File: src/hw/swt_regs.vh
`ifndef SWT_REGS_VH
`define SWT_REGS_VH

// ----------------------------------------
// register byte offsets
// ----------------------------------------
`define SWT_ADDR_W 8
`define SWT_OFS_CONTROL 8'h00
`define SWT_OFS_RELOAD 8'h04
`define SWT_OFS_COUNT 8'h08
`define SWT_OFS_IRQ_ENABLE 8'h0C
`define SWT_OFS_INT_STATUS 8'h10
`define SWT_OFS_INT_MASK 8'h14

// ----------------------------------------
// wake_timer_control fields
// ----------------------------------------
`define SWT_CTL_PS_LSB 0
`define SWT_CTL_PS_MSB 2
`define SWT_CTL_RUN_BIT 3
`define SWT_CTL_FLAG_BIT 4

// ----------------------------------------
// extended_irq_enable_1 field
// ----------------------------------------
`define SWT_IEN_WAKE_BIT 2

// ----------------------------------------
// reset values
// ----------------------------------------
`define SWT_RST_PS 3'h0
`define SWT_RST_RELOAD 8'h00
`define SWT_RST_BYTE 8'h00

// ----------------------------------------
// prescale divide ratios, minus one
// ----------------------------------------
`define SWT_DIV_0 11'h000
`define SWT_DIV_1 11'h003
`define SWT_DIV_2 11'h00F
`define SWT_DIV_3 11'h01F
`define SWT_DIV_4 11'h03F
`define SWT_DIV_5 11'h1FF
`define SWT_DIV_6 11'h3FF
`define SWT_DIV_7 11'h7FF

// ----------------------------------------
// ahb encodings
// ----------------------------------------
`define SWT_HTRANS_NONSEQ 2'b10
`define SWT_HTRANS_SEQ 2'b11

`endif

File: src/hw/swt_self_wake_timer.v
// Notes on behaviour
// - the counter keeps running whatever low-power state the chip is in.
// - the only count source is the about 10 kHz low-speed rc oscillator.
// - while the counter runs, the oscillator keep-alive request stays asserted.
// - the counter is an 8-bit up-counter with automatic reload.
// - a 3-bit field in control bits 2..0 selects a prescale from 1/1 to 1/2048.
// - software writes an 8-bit reload value that sets the overflow rate.
// - setting the run bit (control bit 3) starts counting.
// - rolling over from 8'hFF sets the overflow flag at control bit 4.
// - every rollover loads the reload value into the counter.
// - overflow requests the interrupt when enable bit 2 of the extended enable is 1; here int_mask_reg bit 0 must be 1 as well.
// - an overflow is a periodic wake-up event and also serves as a general timer.
//
// The implementer's own choices: the AHB-Lite slave port and the address map.
`timescale 1ns/1ns
`default_nettype none
`include "swt_regs.vh"

module swt_self_wake_timer
(
  // clock and reset
  input wire clock_i,
  input wire arst_n_i,
  // ahb-lite slave
  input wire hsel_i,
  input wire [31:0] haddr_i,
  input wire [1:0] htrans_i,
  input wire hwrite_i,
  input wire [2:0] hsize_i,
  input wire hready_i,
  input wire [31:0] hwdata_i,
  output reg [31:0] hrdata_o,
  output wire hreadyout_o,
  output wire hresp_o,
  // low-speed oscillator
  input wire low_speed_rc_osc_i,
  output wire osc_keep_alive_o,
  // events
  output reg wake_o,
  output wire irq_o
);

  // ----------------------------------------
  // prescale decode
  // ----------------------------------------
  function [10:0] swt_div_limit;
    input [2:0] code;
    begin
      case (code)
        3'd0: swt_div_limit = `SWT_DIV_0;
        3'd1: swt_div_limit = `SWT_DIV_1;
        3'd2: swt_div_limit = `SWT_DIV_2;
        3'd3: swt_div_limit = `SWT_DIV_3;
        3'd4: swt_div_limit = `SWT_DIV_4;
        3'd5: swt_div_limit = `SWT_DIV_5;
        3'd6: swt_div_limit = `SWT_DIV_6;
        default: swt_div_limit = `SWT_DIV_7;
      endcase
    end
  endfunction

  // ----------------------------------------
  // address decode
  // ----------------------------------------
  // only the lowest 256 bytes of the slot hold registers; the rest reads zero
  function swt_in_window;
    input [31:0] addr;
    begin
      swt_in_window = (addr[31:8] == 24'h00_0000);
    end
  endfunction

  // write strobe for one offset, taken from the registered data-phase address
  function swt_wr_hit;
    input wr;
    input [7:0] addr;
    input [7:0] ofs;
    begin
      swt_wr_hit = wr && (addr == ofs);
    end
  endfunction

  // ----------------------------------------
  // state
  // ----------------------------------------
  reg [2:0] wake_prescale_sel_reg;
  reg wake_timer_run_reg;
  reg wake_timer_overflow_flag_reg;
  reg [7:0] wake_reload_value_reg;
  reg [7:0] count_reg;
  reg [10:0] presc_reg;
  reg wake_timer_irq_enable_reg;
  reg int_status_reg;
  reg int_mask_reg;
  reg osc_meta_reg;
  reg osc_sync_reg;
  reg osc_prev_reg;
  // saturates three edges after reset; ticks are ignored until then
  reg [1:0] osc_warm_reg;
  reg dp_write_reg;
  reg [7:0] dp_addr_reg;

  reg [7:0] count_next;
  reg [10:0] presc_next;
  reg overflow;
  reg [31:0] rdata_next;

  wire addr_phase;
  wire rd_take;
  wire osc_tick;
  wire [7:0] a_addr;
  wire status_read;
  wire wr_ctl;
  wire wr_reload;
  wire wr_ien;
  wire wr_mask;
  wire in_window;
  wire presc_wrap;
  wire count_top;

  // ----------------------------------------
  // bus decode
  // ----------------------------------------
  // zero wait states: every transfer completes in its first data cycle
  assign hreadyout_o = 1'b1;
  assign hresp_o = 1'b0;
  // hsize is not decoded: only whole-word transfers are expected
  assign addr_phase = hsel_i & hready_i & htrans_i[1];
  assign rd_take = addr_phase & ~hwrite_i;
  assign a_addr = haddr_i[7:0];
  assign in_window = swt_in_window(haddr_i);
  assign status_read = rd_take && (a_addr == `SWT_OFS_INT_STATUS) && in_window;
  // writes land at the end of the data phase, when hwdata stands
  assign wr_ctl = swt_wr_hit(dp_write_reg, dp_addr_reg, `SWT_OFS_CONTROL);
  assign wr_reload = swt_wr_hit(dp_write_reg, dp_addr_reg, `SWT_OFS_RELOAD);
  assign wr_ien = swt_wr_hit(dp_write_reg, dp_addr_reg, `SWT_OFS_IRQ_ENABLE);
  assign wr_mask = swt_wr_hit(dp_write_reg, dp_addr_reg, `SWT_OFS_INT_MASK);

  always @(posedge clock_i or negedge arst_n_i)
  begin
    if (!arst_n_i)
    begin
      dp_write_reg <= 1'b0;
      dp_addr_reg <= `SWT_RST_BYTE;
    end
    else
    begin
      dp_write_reg <= addr_phase & hwrite_i & in_window;
      dp_addr_reg <= a_addr;
    end
  end

  // ----------------------------------------
  // read data, launched in the address phase
  // ----------------------------------------
  always @*
  begin
    rdata_next = 32'h0000_0000;
    // offsets outside the map and addresses outside the window read zero
    if (in_window)
    begin
      case (a_addr)
        `SWT_OFS_CONTROL:
          rdata_next[4:0] = {wake_timer_overflow_flag_reg, wake_timer_run_reg,
                             wake_prescale_sel_reg};
        `SWT_OFS_RELOAD: rdata_next[7:0] = wake_reload_value_reg;
        `SWT_OFS_COUNT: rdata_next[7:0] = count_reg;
        `SWT_OFS_IRQ_ENABLE: rdata_next[`SWT_IEN_WAKE_BIT] = wake_timer_irq_enable_reg;
        `SWT_OFS_INT_STATUS: rdata_next[0] = int_status_reg;
        `SWT_OFS_INT_MASK: rdata_next[0] = int_mask_reg;
        default: rdata_next = 32'h0000_0000;
      endcase
    end
  end

  // ----------------------------------------
  // read data register
  // ----------------------------------------
  // holds the last read value until the next read address phase
  always @(posedge clock_i or negedge arst_n_i)
  begin
    if (!arst_n_i)
      hrdata_o <= 32'h0000_0000;
    else if (rd_take)
      hrdata_o <= rdata_next;
  end

  // ----------------------------------------
  // oscillator tick into the system domain
  // ----------------------------------------
  // edge detect works only with the system clock at least twice the oscillator
  always @(posedge clock_i or negedge arst_n_i)
  begin
    if (!arst_n_i)
    begin
      osc_meta_reg <= 1'b0;
      osc_sync_reg <= 1'b0;
      osc_prev_reg <= 1'b0;
      osc_warm_reg <= 2'b00;
    end
    else
    begin
      osc_meta_reg <= low_speed_rc_osc_i;
      osc_sync_reg <= osc_meta_reg;
      osc_prev_reg <= osc_sync_reg;
      // reset zeros still in the pipeline would fake a rise of a pin that is high
      if (osc_warm_reg != 2'b11)
        osc_warm_reg <= osc_warm_reg + 2'b01;
    end
  end

  assign osc_tick = osc_sync_reg & ~osc_prev_reg & (&osc_warm_reg);

  // ----------------------------------------
  // prescaler and counter
  // ----------------------------------------
  // no sleep input exists: counting never depends on the power state
  // >= rather than == so a smaller ratio written mid-count wraps at once
  assign presc_wrap = (presc_reg >= swt_div_limit(wake_prescale_sel_reg));
  assign count_top = (count_reg == 8'hFF);

  always @*
  begin
    count_next = count_reg;
    presc_next = presc_reg;
    overflow = 1'b0;
    if (!wake_timer_run_reg)
    begin
      presc_next = 11'h000;
      count_next = wake_reload_value_reg;
    end
    else if (osc_tick)
    begin
      if (presc_wrap)
      begin
        presc_next = 11'h000;
        if (count_top)
        begin
          overflow = 1'b1;
          count_next = wake_reload_value_reg;
        end
        else
          count_next = count_reg + 8'h01;
      end
      else
        presc_next = presc_reg + 11'h001;
    end
  end

  always @(posedge clock_i or negedge arst_n_i)
  begin
    if (!arst_n_i)
    begin
      count_reg <= `SWT_RST_RELOAD;
      presc_reg <= 11'h000;
    end
    else
    begin
      count_reg <= count_next;
      presc_reg <= presc_next;
    end
  end

  // ----------------------------------------
  // wake pulse and oscillator request
  // ----------------------------------------
  // one clock wide and registered, so a power controller may take it as an edge
  always @(posedge clock_i or negedge arst_n_i)
  begin
    if (!arst_n_i)
      wake_o <= 1'b0;
    else
      wake_o <= overflow;
  end

  // the oscillator must stay on for as long as the count runs
  assign osc_keep_alive_o = wake_timer_run_reg;

  // ----------------------------------------
  // software registers
  // ----------------------------------------
  always @(posedge clock_i or negedge arst_n_i)
  begin
    if (!arst_n_i)
    begin
      wake_prescale_sel_reg <= `SWT_RST_PS;
      wake_timer_run_reg <= 1'b0;
      wake_reload_value_reg <= `SWT_RST_RELOAD;
      wake_timer_irq_enable_reg <= 1'b0;
      int_mask_reg <= 1'b0;
    end
    else
    begin
      // a control write rewrites prescale and run together
      if (wr_ctl)
      begin
        wake_prescale_sel_reg <= hwdata_i[`SWT_CTL_PS_MSB:`SWT_CTL_PS_LSB];
        wake_timer_run_reg <= hwdata_i[`SWT_CTL_RUN_BIT];
      end
      if (wr_reload)
        wake_reload_value_reg <= hwdata_i[7:0];
      if (wr_ien)
        wake_timer_irq_enable_reg <= hwdata_i[`SWT_IEN_WAKE_BIT];
      if (wr_mask)
        int_mask_reg <= hwdata_i[0];
    end
  end

  // ----------------------------------------
  // overflow flag: a new overflow beats a clear in the same cycle
  // ----------------------------------------
  always @(posedge clock_i or negedge arst_n_i)
  begin
    if (!arst_n_i)
      wake_timer_overflow_flag_reg <= 1'b0;
    else if (overflow)
      wake_timer_overflow_flag_reg <= 1'b1;
    else if (wr_ctl && !hwdata_i[`SWT_CTL_FLAG_BIT])
      wake_timer_overflow_flag_reg <= 1'b0;
  end

  // ----------------------------------------
  // interrupt status: read to clear, a same-cycle overflow wins
  // ----------------------------------------
  // cleared in the address phase; the read data already holds the set bit
  always @(posedge clock_i or negedge arst_n_i)
  begin
    if (!arst_n_i)
      int_status_reg <= 1'b0;
    else if (overflow)
      int_status_reg <= 1'b1;
    else if (status_read)
      int_status_reg <= 1'b0;
  end

  // ----------------------------------------
  // interrupt output
  // ----------------------------------------
  assign irq_o = int_status_reg & int_mask_reg & wake_timer_irq_enable_reg;

endmodule // swt_self_wake_timer
`default_nettype wire

File: config.mk
export PLATFORM = sky130hd
export DESIGN_NAME = swt_self_wake_timer
export DESIGN_NICKNAME = d
export VERILOG_FILES = /design/src/hw/swt_self_wake_timer.v
export VERILOG_INCLUDE_DIRS = /design/src /design/src/hw
export SDC_FILE = /design/constraint.sdc
export NUM_CORES = 1
export LEC_CHECK = 0
export ABC_AREA = 1
export BUFFER_PORTS_ARGS = -buffer_cell sky130_fd_sc_hd__buf_2
export CORE_ASPECT_RATIO = 1.1
export CORE_MARGIN = 1
export CORE_UTILIZATION = 51
export DETAILED_ROUTE_END_ITERATION = 7
export PLACE_DENSITY = 0.81
export SYNTH_ARGS = -nofsm -noshare
export SYNTH_HDL_FRONTEND = slang
export SYNTH_SLANG_ARGS = --single-unit
File: constraint.sdc
create_clock -name clock_i -period 2.63 [get_ports clock_i]
set_input_delay 0 -clock clock_i [delete_from_list [all_inputs] [get_ports clock_i]]
set_output_delay 0 -clock clock_i [all_outputs]
set_load 0.05 [all_outputs]
==> results of run 1 <==
==> where the power goes <==
group / leakage [nW] / internal (mW) / switching (mW)
combinational: 1.28 / 0.111 / 0.227
sequential: 0.708 / 0.938 / 0.0502
clock: 0.101 / 0.436 / 0.339
total: 2.09 / 1.49 / 0.617
==> cell type report <==
cell class	count	area, sq um
Multi-Input combinational cell	310	1630
Inverter	48	188
Sequential cell	58	1450
Timing Repair Buffer	79	503
Tap cell	80	100
Fill cell	520	2250
Clock buffer	13	179
Clock inverter	2	10.0
==> worst max-delay path: stages, from the launching register on <==
cell and delay (ps):
dfrtp_1 460, nor3_1 320, inv_1 100, ha_1 270
inv_1 60, nand2_1 40, nand2_1 50, nand2_1 40
nand2_1 50, nand2_1 40, nand2_1 60, nand2_1 60
nand2_2 110, nand3_4 170, nand2_8 170, inv_8 70
nor2_2 80
==> worst paths after layout <==
kind / end / slack (ps) / start
setup / recovery: presc_reg[10] / 390 / wake_prescale_sel_reg[2]
hold / removal: hrdata_o[0] / 80 / hwrite_i
setup reg to reg: presc_reg[10] / 390 / wake_prescale_sel_reg[2]
hold reg to reg: osc_sync_reg / 360 / osc_meta_reg
max in group asynchronous: wake_reload_value_reg[7] / 1520 / arst_n_i
min in group asynchronous: osc_prev_reg / 360 / arst_n_i
==> routing by layer <==
layer  part of all wire (%)  wire (um)
met5                      0          0
met4                    3.0        227
met3                    5.3        399
met2                     50       3790
met1                     42       3150
==> cell families after synthesis <==
kind of cell | synth area share, %
flops | 42.7
xor+xnor | 3.35
fa+ha+maj | 4.05
mux | 1.32
buf+inv | 12.1
other cells | 0.221
simple gates | 28.5
compound gates | 7.72
==> cell usage after synthesis (2+ instances only) <==
master	count	area, sq um
dfrtp_1	58	1450
conb_1	2	7.51
nand3_1	23	115
mux2_1	2	22.5
a31oi_1	2	12.5
a22o_1	3	26.3
nor4_1	2	12.5
o21bai_1	2	15.0
nand2_1	100	375
xnor2_1	2	17.5
clkinv_1	2	7.51
nand2_2	4	25.0
inv_1	44	165
nand4_1	8	50.1
o21ai_0	17	85.1
nor2_4	2	22.5
nor3b_1	2	15.0
mux2_2	2	22.5
ha_1	11	138
a21oi_1	16	80.1
nor3_2	2	20.0
nor2_2	8	50.1
nor2_1	46	173
buf_4	28	210
xor2_1	11	96.3
nor3_1	5	25.0
==> cell usage in the layout (no fill, tap or decap), types with 2 or more instances in the layout <==
master | synthesis | routed
nand2_1 | 100 | 100
dfrtp_1 | 58 | 58
buf_2 | 0 | 57
nor2_1 | 46 | 46
inv_1 | 44 | 44
conb_1 | 2 | 26
nand3_1 | 23 | 23
dlygate4sd3_1 | 0 | 21
o21ai_0 | 17 | 17
a21oi_1 | 16 | 16
clkbuf_8 | 0 | 13
xor2_1 | 11 | 11
ha_1 | 11 | 11
nand4_1 | 8 | 8
nor2_2 | 8 | 8
nor3_1 | 5 | 5
nand2_2 | 4 | 4
a22o_1 | 3 | 3
nor3b_1 | 2 | 2
clkinv_1 | 2 | 2
nor3_2 | 2 | 2
nor2_4 | 2 | 2
nor4_1 | 2 | 2
a31oi_1 | 2 | 2
xnor2_1 | 2 | 2
o21bai_1 | 2 | 2
mux2_2 | 2 | 2
mux2_1 | 2 | 2
clkinv_2 | 0 | 2
==> stage by stage <==
step | cells | cell area [sq um] | power [mW] | hold slack (ps) | utilization (%)
after floorplan | 446 | 3490 | 1.25 | -296 | -
after global placement | 554 | 3660 | 1.31 | 109 | 58.0
after detailed placement | 554 | 3660 | 1.32 | 110 | 58.0
after CTS | 590 | 4060 | 2.12 | 55.0 | 64.4
after global routing | 590 | 4060 | 2.21 | 94.6 | 64.4
final | 590 | 4060 | 2.10 | 78.8 | 64.4
==> what timing repair did <==
action                    4_1_cts  5_1_grt
gates resized for setup         0        0
hold buffers                   21        0
hold endpoints to repair       69        0
==> impl_metrics.tcl, run 1 <==
set metrics [dict create \
    fin_ws_ps 391 \
    die_x_um 79.9 \
    htreeDepth 3 \
    p_per_area_nw_per_um2 518 \
    holdCritPathClass "primary input to register" \
    fmax_mhz 447 \
    rr_worst_depth 16 \
    tns_ps 0 \
    syn_area_per_cell_sq_um 8.06 \
    synth.distinct_cells 44 \
    dieHeight_um 87.7 \
    post_cts.repair.setup_buffers 0 \
    numCtsBuffers 9 \
    yosysSeqAreaShare_pct 42.7 \
    cts_tree "built" \
    max_cap_violations 0 \
    clock_latency_ps 340 \
    cp_max_fo 9 \
    fin_crit_ps 2240 \
    drc_errors 0 \
    synth_area_sq_um 3400 \
    setup_viol 0 \
    grt_use_met3_pct 7.40 \
    grt_pass1_wl_mm 12.4 \
    dp_hpwl_mm 5.34 \
    coreArea_sq_um 6310 \
    port_buffers 57 \
    vdd_drop_max_mv 0.359 \
    top_usage_layer "met2" \
    vias_per_cell 5.01 \
    row_count 30 \
    dp_slack_ps 403 \
    worst_pin_slew_ps 974 \
    fin_crit_sh_pct 85.1 \
    grt_max_degree 46 \
    layout-drive-gt1-share_pct 19.2 \
    drt_pass1_iterations 4 \
    drv_slew 0 \
    clock_sinks 58 \
    initial_core_util_pct 53.9 \
    io_pins 112 \
    routed_wl_mm 7.57 \
    use_met2_pct 41.1 \
    routedWlPerCell_um 12.8 \
    p_leak_nw 2.09 \
    syn2layout_area_growth_pct 19.3 \
    clock_skew_ps 3.55 \
    crit_type "register to register" \
    synthCells 422 \
    vias 2953 \
    cts-root-buf "clkbuf_8" \
    synth-edff-count 0 \
    clockBufferDepth 2 \
    grt_pass1_vias 2873 \
    critPathRequiredTime_ps 2900 \
    hold_path_depth 5 \
    cts.reportedPaths.clkPinSlew_ps 60 \
    end_kind "register" \
    ys.warnings.count 0 \
    n_antenna_cell 0 \
    final_hold_viol_count 0 \
    gp_congestion 0.889 \
    dieArea_sq_um 7000 \
    slew_headroom_pct 35.1 \
    grtUsageMet1_pct 26.1 \
    grt_use_total_pct 23.6 \
    yosys_register_bits 58 \
    synthFlopType "dfrtp_1" \
    grt_overflow 0 \
    first_iter_violations 122 \
    critPathLaunchType "register" \
    nets 592 \
    synthArstFlopShare_pct 100 \
    rsz0062_at_grt "no" \
    largest_reg_flops 11 \
    detail-route-antenna-nets 0 \
    cp_data_arrival_time_ps 2510 \
    antenna_found_initial 0 \
    status "finished, final reports clean" \
]
Power figures use the tool's default switching activity.
==> run 2: changes to the inputs <==
--- a/config.mk
+++ b/config.mk
@@ -6,13 +6,13 @@
 export SDC_FILE = /design/constraint.sdc
 export NUM_CORES = 1
 export LEC_CHECK = 0
-export ABC_AREA = 1
+export ABC_CLOCK_PERIOD_IN_PS = 2630
 export BUFFER_PORTS_ARGS = -buffer_cell sky130_fd_sc_hd__buf_2
 export CORE_ASPECT_RATIO = 1.1
 export CORE_MARGIN = 1
-export CORE_UTILIZATION = 51
+export CORE_UTILIZATION = 47
 export DETAILED_ROUTE_END_ITERATION = 7
-export PLACE_DENSITY = 0.81
+export PLACE_DENSITY = 0.77
 export SYNTH_ARGS = -nofsm -noshare
 export SYNTH_HDL_FRONTEND = slang
 export SYNTH_SLANG_ARGS = --single-unit
==> run 2 against run 1 <==
First-iteration DRC count up 47%. Routed wire length down 1.8%. Combinational power up 1%. Utilization down 5.3 points. Clock skew up 7.7 ps. Synthesized cell count down 25%.
==> impl_metrics.tcl, run 2 <==
set metrics [dict create \
    gp_congestion 0.845 \
    crit_chain "or3_2 -> ha_1 -> nand2b_1 -> a31oi_1 -> o21ai_1 -> a2bb2oi_2 -> nand2_1 -> buf_4 -> a21boi_1" \
    rr_startpoint "wake_prescale_sel_reg[2]" \
    rr_worst_depth 9 \
    synth_common_cells "dfrtp_1 (58), buf_4 (28), nor2_1 (23)" \
    dieArea_sq_um 7230 \
    io_pins 112 \
    dp_slack_ps 91.9 \
    detail-route-antenna-nets 0 \
    dieHeight_um 89.1 \
    first_iter_violations 179 \
    holdCritPathClass "primary input to register" \
    largest_reg_flops 11 \
    drv_slew 0 \
    row_count 31 \
    vdd_drop_max_mv 0.413 \
    grt_max_degree 23 \
    post_cts.repair.setup_buffers 0 \
    rsz0062_at_grt "no" \
    ys.warnings.count 0 \
    p_leak_nw 1.85 \
    drc_errors 0 \
    crit_type "register to register" \
    vias 2604 \
    grt_use_total_pct 24.3 \
    crit_path_end "count_reg[2]" \
    routedWlPerCell_um 15.3 \
    fin_area_sq_um 3920 \
    synth.most_common_cell "dfrtp_1" \
    cp_data_arrival_time_ps 2810 \
    worst_path_largest_cell_delay_ps 510 \
    antenna_found_initial 0 \
    grt_pass1_vias 2669 \
    status "finished, final reports clean" \
    slowest_stage "or3_2" \
    clock_sinks 58 \
    nets 487 \
    grt_overflow 0 \
    r2r_end "count_reg[2]" \
    max_cap_violations 0 \
    p_per_area_nw_per_um2 541 \
    routed_wl_mm 7.43 \
    r2r_setup_slack_ps 80 \
    fmax_mhz 393 \
    grt_pass1_wl_mm 12.9 \
    utilization_pct 59.0 \
    synth_top_cell_area_share_pct 44.8 \
    initial_core_util_pct 48.8 \
    yosys_register_bits 58 \
    clockBufferDepth 2 \
    fin_ws_ps 82.3 \
    cp-startpoint "wake_prescale_sel_reg[2]" \
    die_x_um 81.2 \
    n_antenna_cell 0 \
    final_common_cell "dfrtp_1" \
    ctsHoldBuffers 19 \
    setup_viol 0 \
    dpl_cell_area_sq_um 3540 \
    cts.reportedPaths.clkPinSlew_ps 60 \
    synth.distinct_cells 56 \
    final_hold_viol_count 0 \
    synth_area_sq_um 3240 \
    layout-drive-gt1-share_pct 27.4 \
    layout.cells.most_common_list "dfrtp_1 (58), buf_2 (57), conb_1 (26)" \
    yosysTopAreaCell "dfrtp_1" \
    critPathRequiredTime_ps 2890 \
    seqCellArea_sq_um 1450 \
    vias_per_cell 5.35 \
    yosysSeqAreaShare_pct 44.8 \
    tns_ps 0 \
    fin_crit_ps 2550 \
    numCtsBuffers 9 \
    fin_crit_sh_pct 96.9 \
    end_kind "register" \
    port_buffers 57 \
    clock_skew_ps 11.2 \
    syn_area_per_cell_sq_um 10.3 \
    syn2layout_area_growth_pct 20.9 \
    critPathLaunchType "register" \
    htreeDepth 3 \
    holdWs_ps 67.5 \
    cts_tree "built" \
    synth-edff-count 0 \
    fillers 560 \
    yosys-top-cells-area "dfrtp_1 (45%), buf_4 (6.5%), mux2_2 (5.6%), ha_1 (4.2%), mux2i_1 (2.8%)" \
    coreArea_sq_um 6630 \
    multi_input_area_sq_um 1580 \
    synthCells 316 \
    synthFlopType "dfrtp_1" \
    cp_max_fo 10 \
    drt_pass1_iterations 5 \
    cts_resized 0 \
    dp_hpwl_mm 5.39 \
    worst_pin_slew_ps 538 \
    slew_headroom_pct 64.0 \
    clock_latency_ps 350 \
    cts-root-buf "clkbuf_8" \
    synthArstFlopShare_pct 100 \
]
==> run 2: cell types whose count changed after synthesis, moves of 9 or more <==
cell / change
nand3_1: -10
mux2i_1: +9
mux2_2: +14
inv_1: -33
nor2_1: -23
nand2_1: -78
a21oi_1: -9
==> run 2: worst min path at each step <==
stage,depth (start not counted),from,end,slack (ps)
final,5,haddr_i[18],dp_write_reg,70
after global routing,5,haddr_i[19],dp_write_reg,90
after CTS,5,haddr_i[18],dp_write_reg,50
after detailed placement,1,arst_n_i,dp_addr_reg[1],-20
after global placement,1,arst_n_i,dp_addr_reg[1],-20
after floorplan,0,arst_n_i,count_reg[0],-300
==> run 2: area by class of cell <==
class,count,area share (%)
multi-input cells,235,40.5
flip-flops and latches,58,37.1
repair buffers,86,14.1
clock buffers,12,3.71
well taps,82,2.62
inverters,11,1.05
clock inverters,3,1.02
==> run 2: logic make-up (layout without fill, tap and decap cells) <==
kind of cell	count (synthesis)	in the layout	share of synthesized area, %
AO/OA/AOI/OAI	55	55	12.1
other	2	26	0.232
buffers and inverters	47	112	9.08
flip-flops	58	58	44.8
adder cells (fa/ha/maj)	11	11	4.25
multiplexers	27	27	9.39
XOR/XNOR	9	9	2.43
AND/OR/NAND/NOR	107	107	17.7
==> run 2: stage by stage <==
step / power, mW / std cells
6_report: 2.12 / 487
5_1_grt: 2.21 / 487
2_1_floorplan: 1.23 / 340
3_5_place_dp: 1.31 / 453
4_1_cts: 2.13 / 487
3_3_place_gp: 1.30 / 453
==> run 2: report_power, final <==
group          switching (mW)  internal [mW]  leakage, nW  total, mW
Sequential             0.0441          0.933        0.707      0.977
Clock                   0.343          0.455       0.0962      0.798
Combinational           0.215          0.127         1.05      0.343
Total                   0.602           1.52         1.85       2.12
==> run 2: routing by layer <==
metal / global-route usage, % / vias to the layer above / part of all wire [%]
li1: - / 1242 / -
met1: 30.1 / 1259 / 41
met2: 40.6 / 90 / 51
met3: 6.43 / 13 / 5.6
met4: 9.58 / 0 / 1.9
met5: 0 / - / 0
==> run 2: worst max-delay path: cells and delay by family (launching register included) <==
kind,cells,cell delay [ps]
simple gates,3,790
fa+ha+maj,1,280
flops,1,370
compound gates,4,830
buf+inv,1,200
==> run 3: changes to the inputs <==
--- a/config.mk
+++ b/config.mk
@@ -12,7 +12,7 @@
 export CORE_MARGIN = 1
 export CORE_UTILIZATION = 47
 export DETAILED_ROUTE_END_ITERATION = 7
-export PLACE_DENSITY = 0.77
+export PLACE_DENSITY = 0.76
 export SYNTH_ARGS = -nofsm -noshare
 export SYNTH_HDL_FRONTEND = slang
 export SYNTH_SLANG_ARGS = --single-unit
==> run 3 against run 2 <==
Worst hold slack lost 9.6 ps. Via count increased by 2.0%. Sequential share of layout area decreased by 0.65 points. Worst setup slack gained 76 ps. Fmax is 3.1% higher. Register-to-register slack better by 80 ps. Final cell count up 0.62%. Utilization grew 1.1 points. Die area unchanged. First-iteration DRC count down 32%. Critical path depth did not move. Flip-flop and latch count did not move. Largest cell class unchanged.
==> impl_metrics.tcl, run 3 (synthesis results as in run 2) <==
set metrics [dict create \
    dieArea_sq_um 7230 \
    numCtsBuffers 9 \
    critical-path-top-delay-family "simple AND/OR/NAND/NOR gates" \
    dp_hpwl_mm 5.09 \
    wl_met1_mm 3.32 \
    drv_slew 0 \
    rsz0062_at_grt "no" \
    clock_latency_ps 360 \
    final_hold_viol_count 0 \
    crit_type "register to register" \
    initial_core_util_pct 48.8 \
    fin_crit_sh_pct 94.0 \
    grt_use_total_pct 24.4 \
    clockBufferDepth 2 \
    holdCritPathClass "primary input to register" \
    dieHeight_um 89.1 \
    dp_slack_ps 116 \
    tns_ps 0 \
    detail-route-antenna-nets 0 \
    vias 2655 \
    cp_data_arrival_time_ps 2760 \
    p_leak_nw 1.88 \
    worst_path_largest_cell_delay_ps 510 \
    row_count 31 \
    status "finished, final reports clean" \
    holdWs_ps 57.9 \
    fin_crit_ps 2470 \
    grt_pass1_wl_mm 12.9 \
    met3_length_um 336 \
    critPathRequiredTime_ps 2910 \
    cts_tree "built" \
    dr.max_layer_used "met4" \
    nets 489 \
    htreeDepth 3 \
    slew_headroom_pct 50.6 \
    layout.cells.most_common_list "dfrtp_1 (58), buf_2 (57), conb_1 (26)" \
    drt_pass1_iterations 4 \
    vdd_drop_max_mv 0.351 \
    worstSetupPathDepth 9 \
    vias_per_cell 5.42 \
    coreArea_sq_um 6630 \
    crit_chain "or3_2 -> ha_1 -> nand2b_1 -> a31oi_1 -> o21ai_2 -> a2bb2oi_4 -> buf_4 -> or4_1 -> nand3_1" \
    grt_overflow 0 \
    routed_wl_mm 7.61 \
    cp_max_fo 7 \
    dr_wl_met2_mm 3.75 \
    worst-path-buf-inv 1 \
    port_buffers 57 \
    grt_pass1_vias 2645 \
    antenna_found_initial 0 \
    routedWlPerCell_um 15.5 \
    hold_path_depth 5 \
    n_antenna_cell 0 \
    grt_max_degree 35 \
    end_kind "register" \
    drc_errors 0 \
    cts.reportedPaths.clkPinSlew_ps 80 \
    io_pins 112 \
    rr_worst_depth 9 \
    critPathLaunchType "register" \
    max_cap_violations 0 \
    largest_reg_flops 11 \
    p_per_area_nw_per_um2 568 \
    syn2layout_area_growth_pct 23.0 \
    fmax_mhz 405 \
    final_common_cell "dfrtp_1" \
    fin_ws_ps 159 \
    gp_congestion 0.832 \
    clock_sinks 58 \
    setup_viol 0 \
    cts-root-buf "clkbuf_8" \
    first_iter_violations 122 \
    worst_pin_slew_ps 742 \
    layout-drive-gt1-share_pct 28.7 \
    slowest_stage "or3_2" \
    clock_skew_ps 12.8 \
    die_x_um 81.2 \
    fillers 542 \
]
==> run 3: changes by cell type in the layout (fill, tap and decap cells not counted), sizes merged <==
| cell | change |
|---|---|
| buf | +2 |
| inv | +2 |
| clkinvlp | +2 |
| bufinv | +1 |
| clkinv | -1 |
| clkbuf | -3 |
==> run 3: final cells by class <==
cell class	instances	area, sq um	share of cell area, %
inverter	11	41.3	1.04
sequential	58	1450	36.4
timing repair buffer	88	566	14.2
clock buffer	9	124	3.11
multi-input combinational	235	1600	40.1
tap	82	103	2.57
clock inverter	7	101	2.54
==> run 3: final timing paths <==
path                                          start                        to  slack, ps
hold / removal                          haddr_i[19]              dp_write_reg         60
setup / recovery           wake_prescale_sel_reg[2]              count_reg[6]        160
hold reg to reg                        osc_meta_reg              osc_sync_reg        370
max in group asynchronous                  arst_n_i              count_reg[0]       1640
setup reg to reg           wake_prescale_sel_reg[2]              count_reg[6]        160
min in group asynchronous                  arst_n_i  wake_prescale_sel_reg[0]        240
==> run 3: repair_timing <==
| item | CTS | global route |
|---|---|---|
| setup endpoints to repair | 0 | 3 |
| setup buffers | 0 | 2 |
| endpoints found under the hold margin | 59 | 0 |
| hold buffers | 19 | 0 |
| resized for setup | 0 | 2 |
==> run 3: report_power, final <==
part	internal (mW)	switching, mW	total [mW]
clock network	0.541	0.403	0.943
logic	0.128	0.217	0.345
registers	0.932	0.0433	0.975
total	1.60	0.664	2.26
==> run 3: worst reg2reg max path, stage by stage, from the launching register on <==
cell	delay (ps)
dfrtp_1	380
or3_2	510
ha_1	290
nand2b_1	90
a31oi_1	100
o21ai_2	220
a2bb2oi_4	110
buf_4	150
or4_1	470
nand3_1	80
==> run 3: metal layers <==
metal / vias up / GRT usage [%]
met3: 22 / 5.61
met5: - / 0
met1: 1305 / 30.7
met4: 0 / 11.5
li1: 1253 / -
met2: 75 / 39.8
==> run 3: through the flow <==
step	util (%)	total power, mW	std cells	instance area [sq um]
global route	60.1	2.36	490	3990
global placement	53.4	1.30	453	3540
finish	60.1	2.26	490	3990
floorplan	-	1.23	340	3330
CTS	59.6	2.27	488	3960
detailed placement	53.4	1.31	453	3540
